## src/hdl/ive_pkg.sv

```systemverilog
package ive_pkg;

    // ------------------------------------------------------------
    // register offsets on the byte-wide register port
    // ------------------------------------------------------------
    localparam logic [7:0] OFF_ENABLE_0 = 8'h00;
    localparam logic [7:0] OFF_ENABLE_1 = 8'h01;
    localparam logic [7:0] OFF_NMI_ENABLE = 8'h02;
    localparam logic [7:0] OFF_NMI_FLAGS = 8'h03;
    localparam logic [7:0] OFF_EXT_STATUS = 8'h04;
    localparam logic [7:0] OFF_EXT_MASK = 8'h05;
    localparam logic [7:0] OFF_PEND_LO = 8'h06;
    localparam logic [7:0] OFF_PEND_HI = 8'h07;

    // ------------------------------------------------------------
    // field positions and reset values
    // ------------------------------------------------------------
    localparam int GLOBAL_EN_BIT = 7;
    localparam int RESERVED_EN0_BIT = 6;
    localparam logic [7:0] ENABLE_0_WMASK = 8'hbf;
    localparam logic [7:0] ENABLE_0_RESET = 8'h00;
    localparam logic [7:0] ENABLE_1_RESET = 8'h00;
    localparam logic [6:0] NMI_ENABLE_RESET = 7'h00;
    localparam logic [6:0] NMI_FLAGS_RESET = 7'h00;
    localparam logic [6:0] EXT_STATUS_RESET = 7'h00;
    localparam logic [6:0] EXT_MASK_RESET = 7'h00;

    // nonmaskable source bit positions
    localparam int NMI_WDOG = 0;
    localparam int NMI_PLL = 1;
    localparam int NMI_FLASH_TIMER = 2;
    localparam int NMI_DEBUG = 3;
    localparam int NMI_VDD = 4;
    localparam int NMI_VDDP = 5;
    localparam int NMI_ECC = 6;

    // ------------------------------------------------------------
    // sizes and vector addresses
    // ------------------------------------------------------------
    localparam int NUM_CORE_INPUTS = 14;
    localparam int NUM_NMI_SOURCES = 7;
    localparam int NUM_EXT_PINS = 7;
    localparam logic [15:0] VECTOR_BASE = 16'h0003;
    localparam logic [15:0] VECTOR_LAST = 16'h006b;
    localparam logic [15:0] VECTOR_NMI = 16'h0073;
    localparam logic [2:0] VECTOR_LOW_BITS = 3'h3;

endpackage

```

## src/hdl/ive_interrupt_vector_enable.sv

```systemverilog
// Notes on behaviour
// RULE_01: maskable core input n vectors to 0x0003 plus eight times n, 0..13.
// RULE_02: the nonmaskable request vectors to 0x0073 and is shared by seven events.
// RULE_03: inputs 0..5 carry ext 0, timer 0, ext 1, timer 1, serial, timer 2.
// RULE_04: input 6 converter, 7 sync serial, 8 ext 2, 9 ext 3..6, 10..13 capcom.
// RULE_05: every maskable input is gated by its own enable bit.
// RULE_06: with the global enable at bit 7 clear no maskable request goes out.
// RULE_07: first enable register holds ext0, timer0, ext1, timer1, serial, timer2.
// RULE_08: second enable register holds converter, sync, ext2, ext3to6, capcom.
// RULE_09: each nonmaskable source has its own enable bit.
// RULE_10: reset clears every enable bit in all three enable registers.
// RULE_11: bit 6 of the first enable register reads 0 and ignores writes.
// RULE_12: a pending nonmaskable request takes precedence over maskable ones.
// RULE_13: nonmaskable flags are held; a flag raises the request only if enabled.
// RULE_14: maskable request needs source, own enable and global enable.
//
// Added by the designer: the register addresses and the plain strobed port.
module ive_interrupt_vector_enable #(
    parameter int EXT_PINS = 7
) (
    input wire logic clock,
    input wire logic reset,
    input wire logic [7:0] reg_addr,
    input wire logic [7:0] reg_wdata,
    input wire logic reg_wr,
    input wire logic reg_rd,
    output logic [7:0] reg_rdata,
    input wire logic [EXT_PINS-1:0] ext_int_pin,
    input wire logic timer0_req,
    input wire logic timer1_req,
    input wire logic serial_req,
    input wire logic timer2_req,
    input wire logic [1:0] converter_request_sources,
    input wire logic sync_serial_req,
    input wire logic [3:0] capcom_req,
    input wire logic [6:0] nonmask_event,
    output logic [13:0] core_int_input_n,
    output logic nonmask_req,
    output logic [15:0] core_vector,
    output logic core_vector_valid,
    output logic irq
);

    // ------------------------------------------------------------
    // state record
    // ------------------------------------------------------------
    typedef struct packed {
        logic [EXT_PINS-1:0] ext_s1;
        logic [EXT_PINS-1:0] ext_s2;
        logic [EXT_PINS-1:0] ext_prev;
        logic [7:0] enable_0;
        logic [7:0] enable_1;
        logic [6:0] nmi_enable;
        logic [6:0] nmi_flags;
        logic [6:0] ext_status;
        logic [6:0] ext_mask;
        logic [7:0] rdata;
        logic [13:0] core_req;
        logic nmi_req;
        logic [15:0] vector;
        logic vec_valid;
        logic irq;
    } ive_state_s;

    ive_state_s st_ff;
    ive_state_s nxt_st;

    // ------------------------------------------------------------
    // decoding helpers
    // ------------------------------------------------------------

    // vector address of a maskable core input
    function automatic logic [15:0] ive_vector_of(input logic [3:0] idx);
        ive_vector_of = ive_pkg::VECTOR_BASE + {9'h000, idx, 3'h0};
    endfunction

    // lowest numbered pending input wins among the maskable ones
    function automatic logic [3:0] ive_first_set(input logic [13:0] req);
        logic [3:0] idx;
        idx = 4'h0;
        for (int i = 13; i >= 0; i--) begin
            if (req[i]) begin
                idx = 4'(i);
            end
        end
        ive_first_set = idx;
    endfunction

    // register write strobe for one offset
    function automatic logic ive_hit(input logic stb,
                                     input logic [7:0] addr,
                                     input logic [7:0] off);
        ive_hit = stb && (addr == off);
    endfunction

    // ------------------------------------------------------------
    // source routing and gating
    // ------------------------------------------------------------
    logic [EXT_PINS-1:0] ext_rise;
    logic [13:0] src_pending;
    logic [13:0] src_enable;
    logic [13:0] gated_req;
    logic [6:0] nmi_active;

    // pin edges are taken only from the second synchroniser stage
    assign ext_rise = st_ff.ext_s2 & ~st_ff.ext_prev;

    // RULE_03 low inputs map
    // RULE_04 upper inputs map
    assign src_pending = {capcom_req,
                          |st_ff.ext_status[6:3],
                          st_ff.ext_status[2],
                          sync_serial_req,
                          |converter_request_sources,
                          timer2_req,
                          serial_req,
                          timer1_req,
                          st_ff.ext_status[1],
                          timer0_req,
                          st_ff.ext_status[0]};

    // RULE_07 first register bits
    // RULE_08 second register bits
    assign src_enable = {st_ff.enable_1, st_ff.enable_0[5:0]};

    // RULE_05 per input gate
    // RULE_06 global gate
    // RULE_14 all three terms
    assign gated_req = src_pending & src_enable
                     & {14{st_ff.enable_0[ive_pkg::GLOBAL_EN_BIT]}};

    // RULE_09 per source enable
    // RULE_13 flag and enable
    assign nmi_active = st_ff.nmi_flags & st_ff.nmi_enable;

    // ------------------------------------------------------------
    // next state
    // ------------------------------------------------------------
    always_comb begin
        logic wr_en0;
        logic wr_en1;
        logic wr_nmi_en;
        logic wr_nmi_fl;
        logic wr_ext_st;
        logic wr_ext_mk;
        logic any_nmi;
        wr_en0 = ive_hit(reg_wr, reg_addr, ive_pkg::OFF_ENABLE_0);
        wr_en1 = ive_hit(reg_wr, reg_addr, ive_pkg::OFF_ENABLE_1);
        wr_nmi_en = ive_hit(reg_wr, reg_addr, ive_pkg::OFF_NMI_ENABLE);
        wr_nmi_fl = ive_hit(reg_wr, reg_addr, ive_pkg::OFF_NMI_FLAGS);
        wr_ext_st = ive_hit(reg_wr, reg_addr, ive_pkg::OFF_EXT_STATUS);
        wr_ext_mk = ive_hit(reg_wr, reg_addr, ive_pkg::OFF_EXT_MASK);
        any_nmi = |nmi_active;
        nxt_st = st_ff;

        // two-stage synchroniser for the pins, then edge history
        nxt_st.ext_s1 = ext_int_pin;
        nxt_st.ext_s2 = st_ff.ext_s1;
        nxt_st.ext_prev = st_ff.ext_s2;

        // RULE_11 reserved bit forced low
        if (wr_en0) begin
            nxt_st.enable_0 = reg_wdata & ive_pkg::ENABLE_0_WMASK;
        end
        if (wr_en1) begin
            nxt_st.enable_1 = reg_wdata;
        end
        if (wr_nmi_en) begin
            nxt_st.nmi_enable = reg_wdata[6:0];
        end
        if (wr_ext_mk) begin
            nxt_st.ext_mask = reg_wdata[6:0];
        end

        // RULE_13 sticky event flags
        // a new event in the clearing cycle survives: set beats clear
        nxt_st.nmi_flags = (st_ff.nmi_flags
                            & ~(wr_nmi_fl ? reg_wdata[6:0] : 7'h00))
                         | nonmask_event;
        nxt_st.ext_status = (st_ff.ext_status
                             & ~(wr_ext_st ? reg_wdata[6:0] : 7'h00))
                          | 7'(ext_rise);

        // read data stands in the cycle after the strobe only
        nxt_st.rdata = 8'h00;
        if (reg_rd) begin
            case (reg_addr)
                ive_pkg::OFF_ENABLE_0: begin
                    nxt_st.rdata = st_ff.enable_0
                                 & ive_pkg::ENABLE_0_WMASK;
                end
                ive_pkg::OFF_ENABLE_1: begin
                    nxt_st.rdata = st_ff.enable_1;
                end
                ive_pkg::OFF_NMI_ENABLE: begin
                    nxt_st.rdata = {1'b0, st_ff.nmi_enable};
                end
                ive_pkg::OFF_NMI_FLAGS: begin
                    nxt_st.rdata = {1'b0, st_ff.nmi_flags};
                end
                ive_pkg::OFF_EXT_STATUS: begin
                    nxt_st.rdata = {1'b0, st_ff.ext_status};
                end
                ive_pkg::OFF_EXT_MASK: begin
                    nxt_st.rdata = {1'b0, st_ff.ext_mask};
                end
                ive_pkg::OFF_PEND_LO: begin
                    nxt_st.rdata = st_ff.core_req[7:0];
                end
                ive_pkg::OFF_PEND_HI: begin
                    nxt_st.rdata = {st_ff.nmi_req, 1'b0,
                                    st_ff.core_req[13:8]};
                end
                default: begin
                    nxt_st.rdata = 8'h00;
                end
            endcase
        end

        // core facing requests, registered so the core sees clean levels
        nxt_st.core_req = gated_req;
        // RULE_02 shared nonmaskable line
        nxt_st.nmi_req = any_nmi;

        // RULE_12 nonmaskable vector first
        // RULE_01 vector per input
        if (any_nmi) begin
            nxt_st.vector = ive_pkg::VECTOR_NMI;
        end else if (|gated_req) begin
            nxt_st.vector = ive_vector_of(ive_first_set(gated_req));
        end else begin
            nxt_st.vector = 16'h0000;
        end
        nxt_st.vec_valid = any_nmi || (|gated_req);

        // pin event interrupt, level while an unmasked flag stands
        nxt_st.irq = |(nxt_st.ext_status & st_ff.ext_mask);
    end

    // ------------------------------------------------------------
    // state register
    // ------------------------------------------------------------
    // RULE_10 all enables clear
    always_ff @(posedge clock or posedge reset) begin
        if (reset) begin
            st_ff <= '0;
            st_ff.enable_0 <= ive_pkg::ENABLE_0_RESET;
            st_ff.enable_1 <= ive_pkg::ENABLE_1_RESET;
            st_ff.nmi_enable <= ive_pkg::NMI_ENABLE_RESET;
            st_ff.nmi_flags <= ive_pkg::NMI_FLAGS_RESET;
            st_ff.ext_status <= ive_pkg::EXT_STATUS_RESET;
            st_ff.ext_mask <= ive_pkg::EXT_MASK_RESET;
        end else begin
            st_ff <= nxt_st;
        end
    end

    // ------------------------------------------------------------
    // outputs
    // ------------------------------------------------------------
    // the core input pins are active low, one per maskable input
    assign core_int_input_n = ~st_ff.core_req;
    assign nonmask_req = st_ff.nmi_req;
    assign core_vector = st_ff.vector;
    assign core_vector_valid = st_ff.vec_valid;
    assign reg_rdata = st_ff.rdata;
    assign irq = st_ff.irq;
endmodule

```

## config.mk

```make
export PLATFORM = sky130hd
export DESIGN_NAME = ive_interrupt_vector_enable
export DESIGN_NICKNAME = d
export VERILOG_FILES = /design/src/hdl/ive_pkg.sv /design/src/hdl/ive_interrupt_vector_enable.sv
export SDC_FILE = /design/constraint.sdc
export NUM_CORES = 1
export LEC_CHECK = 0
export ABC_AREA = 1
export BUFFER_PORTS_ARGS = -buffer_cell sky130_fd_sc_hd__buf_2
export CAP_MARGIN = 20
export CORE_MARGIN = 5
export CORE_UTILIZATION = 24
export DETAILED_ROUTE_END_ITERATION = 12
export GPL_TIMING_DRIVEN = 0
export SYNTH_ARGS = -nofsm -noshare
export SYNTH_HDL_FRONTEND = slang
export SYNTH_SLANG_ARGS = --single-unit
```

## constraint.sdc

```tcl
create_clock -name clock -period 4.1 [get_ports clock]
set_clock_uncertainty 0.05 [all_clocks]
set_input_delay 0.41 -clock clock [delete_from_list [all_inputs] [get_ports clock]]
set_output_delay 0.41 -clock clock [all_outputs]
set_load 0.02 [all_outputs]
```

==> results_dict.tcl, run 1 <==
set metrics [dict create \
    synth_top_area_share 0.578 \
    cp-end-kind "flop" \
    utilization 0.307 \
    maxCapViolCount 0 \
    cpMostUsedCell "nand2_1" \
    slowest_stage "nor3_1" \
    synth_cell_type_count 34 \
    yosys_register_bits 93 \
    status "complete, no violations" \
    ys_async_sr_fraction 1.00 \
    dp_cells 746 \
    pin_count 86 \
    path_cells "buf_2 -> nor2_1 -> nand2_2 -> nor3_1 -> nand2_1 -> clkbuf_1 -> nand2_1 -> o21ai_0" \
    synthToLayoutAreaGrowth_pct 26.1 \
    netlist_instances 440 \
    syn-cell-area_um2 4030 \
    core.rowCount 47 \
    die_area_um2 19500 \
    clock_path_buffers 2 \
    cts-root-buf "clkbuf_16" \
    drt_iter0_markers 290 \
    clkSinkCount 93 \
    worstPathArrival_ns 1.99 \
    cpPeakStageDelay_ns 0.40 \
    hold_class "in2reg" \
    synth_edf_count 0 \
    cts_max_level 3 \
    synthTopCellsByArea "dfrtp_1 58%, nand2_1 10%, inv_1 6.2%, o21ai_0 5.5%, buf_4 4.5%" \
    via_per_inst 4.18 \
    cp_data_required_time_ns 4.26 \
    clk_latency_ns 0.34 \
    cts_tree "built" \
    ys_warn_count 0 \
    tightest_slew_ns 0.632 \
    synth_area_leader_cell "dfrtp_1" \
    drc_errors 0 \
    num_vias 3187 \
    wl_per_cell_um 14.4 \
    die_h_um 140 \
    antenna_found_initial 1 \
    fmax_mhz 547 \
    grt_usage 0.118 \
    antennaDiodeCount 0 \
    drt_first_pass_iters 5 \
    hold_violations 0 \
    p_leak_nw 2.52 \
    reg2reg_setup_slack_ns 2.37 \
    worstSetupPathType "in2reg" \
    cpLargestDelayFamily "simple AND/OR/NAND/NOR gates" \
    post-route-period-util 0.446 \
    overflow 0 \
    ir_worst_vdd_uv 244 \
    critPathBufInv 2 \
    ant_nets 0 \
    cp_max_fo 10 \
    grt_max_degree 74 \
    grt_pass1_vias 3208 \
    period_needed_ns 1.83 \
    wl_met2_um 4970 \
    synth_ff_type "dfrtp_1" \
    clkTransAtPathRegs_ns 0.06 \
    syn_avg_cell_area_um2 9.15 \
    synth_common_cells "107 x nand2_1, 93 x dfrtp_1, 67 x inv_1" \
    routed.top_layer "met5" \
    start_util 0.244 \
    m1WireLength_um 5000 \
    place_congestion 0.912 \
    max_slew_margin 0.577 \
    dpl_cell_area_um2 4750 \
    setup_tns_ns 0 \
    numCtsBuffers 9 \
    yosysSeqAreaShare 0.578 \
    setup_viol 0 \
    core_area_um2 16500 \
    routed_wl_um 11000 \
    wl_met3_um 832 \
    die_width_um 140 \
    rsz0062_at_grt "false" \
    drive_above_1_share 0.250 \
    dp_hpwl_um 8510 \
    fin_nets 583 \
    power_density_nw_per_um2 402 \
    critPathLaunchType "input pin" \
    yosysMostFrequentCell "nand2_1" \
    portBuffers 75 \
    finalInstanceArea_um2 5080 \
    grt_pass1_wl_um 17900 \
    fin_cells 763 \
    drv_slew 0 \
]
[cell type report]
class / count / area, µm²
Buffer: 30 / 205
Tap cell: 220 / 275
Multi-Input combinational cell: 259 / 1280
Inverter: 67 / 254
Timing Repair Buffer: 78 / 418
Clock buffer: 12 / 267
Fill cell: 1729 / 11400
Sequential cell: 93 / 2330
Clock inverter: 4 / 55.1
[final timing paths]
| kind | from | to | cells after the start |
|---|---|---|---|
| min reg2reg | nxt_st[98] | nxt_st[91] | 0 |
| max reg2reg | st_ff[84] | core_vector[3] | 9 |
| max in group asynchronous | reset | st_ff[26] | 4 |
| max | reg_addr[7] | src_enable[7] | 8 |
| min | ext_int_pin[5] | nxt_st[97] | 1 |
| min in group asynchronous | reset | nxt_st[93] | 3 |
[per-stage QoR]
stage | setup WS (ns) | hold slack, ns | total power [mW]
after global placement | 0.0973 | 0.284 | 1.19
after floorplan | 1.22 | 0.281 | 1.11
after global routing | 2.02 | 0.112 | 2.13
after detailed placement | 1.93 | 0.285 | 1.20
after CTS | 2.29 | 0.114 | 2.07
final | 2.27 | 0.125 | 2.04
[worst register-to-register path, stage by stage (launching register included)]
cell     delay [ns]
dfrtp_1        0.41
buf_2          0.21
nand3_1        0.16
nand2_1        0.08
inv_1          0.05
nand2_1        0.06
nor4_1         0.33
nand2_1        0.11
nand3_1        0.10
a21oi_1        0.05
[sequential cells by signal, indices dropped and copies added (netlist names)]
| register | count |
|---|---|
| core_vector | 5 |
| nxt_st | 14 |
| src_pending | 3 |
| src_enable | 14 |
| irq | 1 |
| reg_rdata | 8 |
| nonmask_req | 1 |
| st_ff | 47 |
[where the power goes]
| group | switching (mW) | internal, mW | total [mW] | leakage (nW) |
|---|---|---|---|---|
| registers | 0.0235 | 0.957 | 0.981 | 1.17 |
| clock network | 0.342 | 0.524 | 0.867 | 0.155 |
| logic | 0.120 | 0.0756 | 0.196 | 1.20 |
[logic make-up after synthesis]
group / after synthesis / synth area share
DFF: 93 / 0.578
other: 1 / 0.000931
and+or+nand+nor: 165 / 0.177
buffers and inverters: 97 / 0.113
AOI/OAI and AO/OA: 84 / 0.131
[routing by layer]
layer / vias up / global-route usage
met1: 1473 / 0.161
met2: 112 / 0.182
met4: 2 / 0.0331
li1: 1585 / -
met3: 15 / 0.0346
met5: - / 0
[placed cells by master, fill, tap and decap left out, types with 8 or more instances in the layout]
master     netlist  final
nand2_1        107    107
conb_1           1     10
o21ai_0         44     44
o21ai_2          8      8
inv_1           67     66
nor2_1          21     21
clkbuf_16        0      9
nand3_1         22     22
buf_4           24     24
dfrtp_1         93     93
buf_2            2     78
[repair_timing]
action / 4_1_cts / 5_1_grt
gates resized for setup: 0 / 0
hold buffers: 1 / 0
endpoints found under the hold margin: 20 / 0
setup buffers: 0 / 0
endpoints found under the setup margin: 0 / 0
Power figures use the tool's default switching activity.
==> run 2, diff against run 1 <==
ABC_AREA = 0   (was 1)
clock period = 1.5 ns   (was 4.1 ns; I/O delays follow)
==> run 2 against run 1 <==
  * The flow now finishes with violations (setup timing)
  * Area after synthesis grew 0.71%
  * Design area grew 15%
  * Sequential share of layout area is 6.0 points lower
  * Critical path type is now reg2reg
==> results_dict.tcl, run 2 <==
set metrics [dict create \
    core_area_um2 16600 \
    ys_async_sr_fraction 1.00 \
    dp_hpwl_um 8740 \
    largest_reg_flops 47 \
    netlist_instances 339 \
    fin_nets 521 \
    ys_warn_count 0 \
    reg2reg_depth 5 \
    ir_worst_vdd_uv 670 \
    critPathLaunchType "flop" \
    pin_count 86 \
    tightest_slew_ns 0.527 \
    synth_cell_type_count 49 \
    fmax_mhz 554 \
    numCtsBuffers 9 \
    p_total_mw 5.80 \
    wl_met3_um 758 \
    yosysSeqAreaShare 0.574 \
    cts_max_level 3 \
    wl_met2_um 5420 \
    yosys_register_bits 93 \
    die_area_um2 19600 \
    clock_path_buffers 2 \
    ant_nets 0 \
    drt_iter0_markers 182 \
    cts_tree "built" \
    synth_area_leader_cell "dfrtp_1" \
    violations "setup timing" \
    cp_max_fo 3 \
    num_vias 3226 \
    portBuffers 75 \
    start_util 0.245 \
    critPathBufInv 1 \
    fin_cells 701 \
    grt_max_degree 45 \
    dp_cells 645 \
    whs_ns 0.0325 \
    via_per_inst 4.60 \
    synth_edf_count 0 \
    slowest_stage "dfrtp_1" \
    synth_top_area_share 0.574 \
    dpl_worst_slack_ns -0.789 \
    syn_avg_cell_area_um2 12.0 \
    drive_above_1_share 0.470 \
    cp-end-kind "flop" \
    grt_usage 0.118 \
    post-route-period-util 1.20 \
    p_leak_nw 2.73 \
    synthTopCellsByArea "dfrtp_1 57%, mux2_2 7.5%, buf_4 4.4%, a22oi_1 3.5%, inv_1 2.3%" \
    cpPeakStageDelay_ns 0.42 \
    drc_errors 0 \
    die_width_um 140 \
    clkSinkCount 93 \
    cp_data_required_time_ns 1.71 \
    path_cells "a222oi_1 -> and3_4 -> inv_1 -> or3_1 -> a211oi_2" \
    status "finished with violations" \
    antenna_found_initial 0 \
    clkTransAtPathRegs_ns 0.07 \
    power_density_nw_per_um2 992 \
    final_common_cell "dfrtp_1" \
    clk_latency_ns 0.34 \
    setup_viol 45 \
    routed_wl_um 11900 \
    synth_ff_type "dfrtp_1" \
    drv_slew 0 \
    dpl_cell_area_um2 4830 \
    m1WireLength_um 5360 \
    grt_pass1_wl_um 18200 \
    core.rowCount 47 \
    place_congestion 0.873 \
    worstSetupPathType "reg2reg" \
    yosysMostFrequentCell "dfrtp_1" \
    wl_per_cell_um 16.9 \
    layout_setup_ws_ns -0.304 \
    maxCapViolCount 0 \
    worstPathArrival_ns 2.01 \
    antennaDiodeCount 0 \
    hold_violations 0 \
    finalInstanceArea_um2 5850 \
    synthToLayoutAreaGrowth_pct 44.2 \
    grt_pass1_vias 3264 \
    cts-root-buf "clkbuf_16" \
    final_cell_mix "93 x dfrtp_1, 75 x buf_2, 38 x buf_4" \
    drt_first_pass_iters 5 \
    hold_depth 2 \
    cpLargestDelayFamily "simple AND/OR/NAND/NOR gates" \
    max_slew_margin 0.646 \
    largest_register "st_ff" \
    synth_common_cells "93 x dfrtp_1, 27 x mux2_2, 25 x inv_1" \
    period_needed_ns 1.80 \
    overflow 0 \
    die_h_um 140 \
    rsz0062_at_grt "true" \
    hold_class "in2reg" \
    syn-cell-area_um2 4060 \
    routed.top_layer "met4" \
    path_depth 5 \
]
[run 2: changes by cell type in the layout (fill, tap and decap cells not counted), moves of 14 or more]
cell / previous run / this run
nand2_1: 107 / 22
buf_4: 24 / 38
mux2_2: 0 / 20
nor2_1: 21 / 6
o21ai_0: 44 / 3
dlygate4sd3_1: 1 / 15
inv_1: 66 / 24
buf_6: 0 / 14
nand3_1: 22 / 1
[run 2: final timing paths]
check                             startpoint        endpoint  slack, ns
max in group asynchronous              reset       st_ff[90]       0.32
worst max-delay path               st_ff[65]  core_vector[3]      -0.30
worst min-delay path            reg_wdata[7]  src_enable[13]       0.03
min in group asynchronous              reset  core_vector[6]       0.29
worst max register to register     st_ff[65]  core_vector[3]      -0.30
worst min register to register    nxt_st[96]      nxt_st[89]       0.30
[run 2: cells by family (layout without fill, tap and decap cells)]
family                 count (synthesis)  in the layout  share of synthesized area
AOI/OAI and AO/OA                     79             79                      0.145
buffers and inverters                 57            190                     0.0780
DFF                                   93             93                      0.574
muxes                                 29             29                     0.0824
other                                  1             10                   0.000924
and+or+nand+nor                       80             80                      0.120
[run 2: timing repair]
action,4_1_cts,5_1_grt
endpoints found under the hold margin,29,0
gates resized for setup,39,34
gates cloned,1,0
endpoints found under the setup margin,52,52
buffers inserted,19,8
hold buffers,15,0
pin swaps,16,28
[run 2: metrics by stage]
step                      setup TNS (ns)   util
after global routing               -9.93  0.353
after floorplan                   -13.78      -
after global placement            -67.67  0.289
after CTS                          -5.83  0.340
final                              -8.06  0.353
after detailed placement          -33.75  0.291
[run 2: cell type report]
class                   count  area [µm²]
fillers                  1635       10700
flip-flops and latches     93        2330
multi-input cells         198        1720
repair buffers            120         866
well taps                 220         275
plain buffers              29         238
clock buffers               9         225
clock inverters             7         100
inverters                  25        97.6
[run 2: layer usage]
layer,vias up,GRT usage
met1,1613,0.160
met3,20,0.0310
li1,1475,-
met2,118,0.180
met4,0,0.0484
met5,-,0
[run 2: power by group]
part	internal, mW	switching, mW	leakage, nW	total [mW]
logic	0.302	0.362	1.41	0.664
clock network	1.47	0.986	0.160	2.45
registers	2.62	0.0692	1.16	2.69
==> run 3, diff against run 2 <==
clock period = 2.2 ns   (was 1.5 ns; I/O delays follow)
==> run 3 against run 2 <==
  * The flow now finishes without violations
  * Maximum frequency shrank 13%
  * Flip-flop and latch count is the same
  * Routed wire length shrank 6.6%
  * Die area is the same
  * Combinational power shrank 41%
  * Via count shrank 7.8%
  * Global-route usage shrank 0.084 points
  * First-iteration DRC count grew 20%
  * Critical path type unchanged
==> results_dict.tcl, run 3 (same netlist as run 2, synthesis figures left out) <==
set metrics [dict create \
    swShare 0.253 \
    grt_pass1_wl_um 17900 \
    die_width_um 140 \
    drc_errors 0 \
    drt_first_pass_iters 7 \
    final_common_cell "dfrtp_1" \
    max_slew_margin 0.554 \
    drt_iter0_markers 219 \
    portBuffers 75 \
    dpl_cell_area_um2 4780 \
    start_util 0.245 \
    antennaDiodeCount 0 \
    power_frac_seq 0.495 \
    p_clk_frac 0.398 \
    ir_worst_vdd_uv 346 \
    routed_wl_um 11100 \
    dp_hpwl_um 8760 \
    die_area_um2 19600 \
    worstPathArrival_ns 2.24 \
    layout_setup_ws_ns 0.117 \
    via_per_inst 4.42 \
    clkSinkCount 93 \
    fin_cells 672 \
    wl_met2_um 5130 \
    cts_max_level 3 \
    largest_register "st_ff" \
    fin_nets 492 \
    fmax_mhz 480 \
    status "complete, no violations" \
    post-route-period-util 0.947 \
    num_vias 2973 \
    drv_slew 0 \
    tightest_slew_ns 0.664 \
    dp_cells 645 \
    cts_tree "built" \
    cp_max_fo 4 \
    clock_path_buffers 2 \
    p_switching_mw 0.933 \
    fill_cells 1724 \
    routed.top_layer "met4" \
    ctsResizeCount 0 \
    core_area_um2 16600 \
    clkTransAtPathRegs_ns 0.07 \
    antenna_found_initial 0 \
    grt_pass1_vias 3168 \
    core.rowCount 47 \
    overflow 0 \
    period_needed_ns 2.08 \
    cp-end-kind "flop" \
    place_congestion 0.844 \
    grt_usage 0.117 \
    p_leak_nw 2.42 \
    numCtsBuffers 9 \
    die_h_um 140 \
    clk_latency_ns 0.35 \
    ant_nets 0 \
    finalInstanceArea_um2 5180 \
    pin_count 86 \
    drive_above_1_share 0.367 \
    maxCapViolCount 0 \
    largest_reg_flops 47 \
    worstSetupPathType "reg2reg" \
    grt_max_degree 44 \
    synthToLayoutAreaGrowth_pct 27.7 \
    hold_class "in2reg" \
    critPathLaunchType "flop" \
    rsz0062_at_grt "false" \
    wl_met3_um 689 \
    post_cts_buffers 0 \
    utilization 0.312 \
    internal-power_mw 2.76 \
    cts-root-buf "clkbuf_16" \
    setup_viol 0 \
    hold_violations 0 \
    cp_data_required_time_ns 2.35 \
    m1WireLength_um 4990 \
    comb_power_share 0.106 \
    wl_per_cell_um 16.5 \
    final_cell_mix "93 x dfrtp_1, 79 x buf_2, 27 x mux2_2" \
    dpl_worst_slack_ns -0.157 \
    power_density_nw_per_um2 712 \
]
-- run 3: cell count changes in the layout (fill, tap and decap cells not counted), sizes merged --
cell / change
buf: -26
dlygate4sd3: -4
bufinv: -2
clkbuf: +2
clkinv: -1
clkinvlp: +1
inv: +1
-- run 3: final cells by class --
type / instances / area (µm²) / area share
buffer: 32 / 223 / 0.0430
clock buffer: 10 / 239 / 0.0461
clock inverter: 6 / 47.5 / 0.00918
inverter: 25 / 97.6 / 0.0188
multi-input combinational: 198 / 1450 / 0.279
sequential: 93 / 2330 / 0.449
tap: 220 / 275 / 0.0531
timing repair buffer: 88 / 526 / 0.101
-- run 3: stage by stage --
| step | setup TNS (ns) | total power, mW | hold slack [ns] |
|---|---|---|---|
| 2_1_floorplan | 0 | 2.08 | 0.201 |
| 5_1_grt | 0 | 3.86 | 0.0115 |
| 3_5_place_dp | -3.35 | 2.24 | 0.162 |
| 4_1_cts | 0 | 3.74 | 0.0000811 |
| 6_report | 0 | 3.69 | 0.0134 |
| 3_3_place_gp | -2.45 | 2.23 | 0.283 |
-- run 3: worst paths after layout --
path | start | to | slack (ns) | depth (start not counted)
setup / recovery | st_ff[54] | core_vector[3] | 0.12 | 4
hold / removal | nonmask_event[2] | st_ff[57] | 0.01 | 2
setup reg to reg | st_ff[54] | core_vector[3] | 0.12 | 4
hold reg to reg | nxt_st[93] | nxt_st[86] | 0.30 | 0
max in group asynchronous | reset | st_ff[86] | 0.96 | 5
min in group asynchronous | reset | nxt_st[98] | 0.35 | 3
-- run 3: critical path, cell delays in order, from the launching register on --
cell	delay, ns
dfrtp_1	0.41
or4_1	0.58
a31o_2	0.31
nor4_1	0.47
a211oi_1	0.12
-- run 3: timing repair --
| item | 4_1_cts | 5_1_grt |
|---|---|---|
| hold buffers | 11 | 0 |
| setup endpoints to repair | 0 | 0 |
| hold endpoints to repair | 23 | 0 |
-- run 3: layer usage --
| metal | GRT usage | vias to the layer above |
|---|---|---|
| met5 | 0 | - |
| met4 | 0.0479 | 0 |
| met3 | 0.0286 | 19 |
| met2 | 0.182 | 105 |
| met1 | 0.158 | 1442 |
| li1 | - | 1407 |
-- run 3: power by group through the flow --
| stage | combinational (mW) | clock, mW | sequential (mW) |
|---|---|---|---|
| after floorplan | 0.217 | 0 | 1.86 |
| after global placement | 0.370 | 0 | 1.86 |
| after detailed placement | 0.384 | 0 | 1.86 |
| after CTS | 0.400 | 1.51 | 1.83 |
| after global routing | 0.431 | 1.59 | 1.84 |
| final | 0.392 | 1.47 | 1.83 |
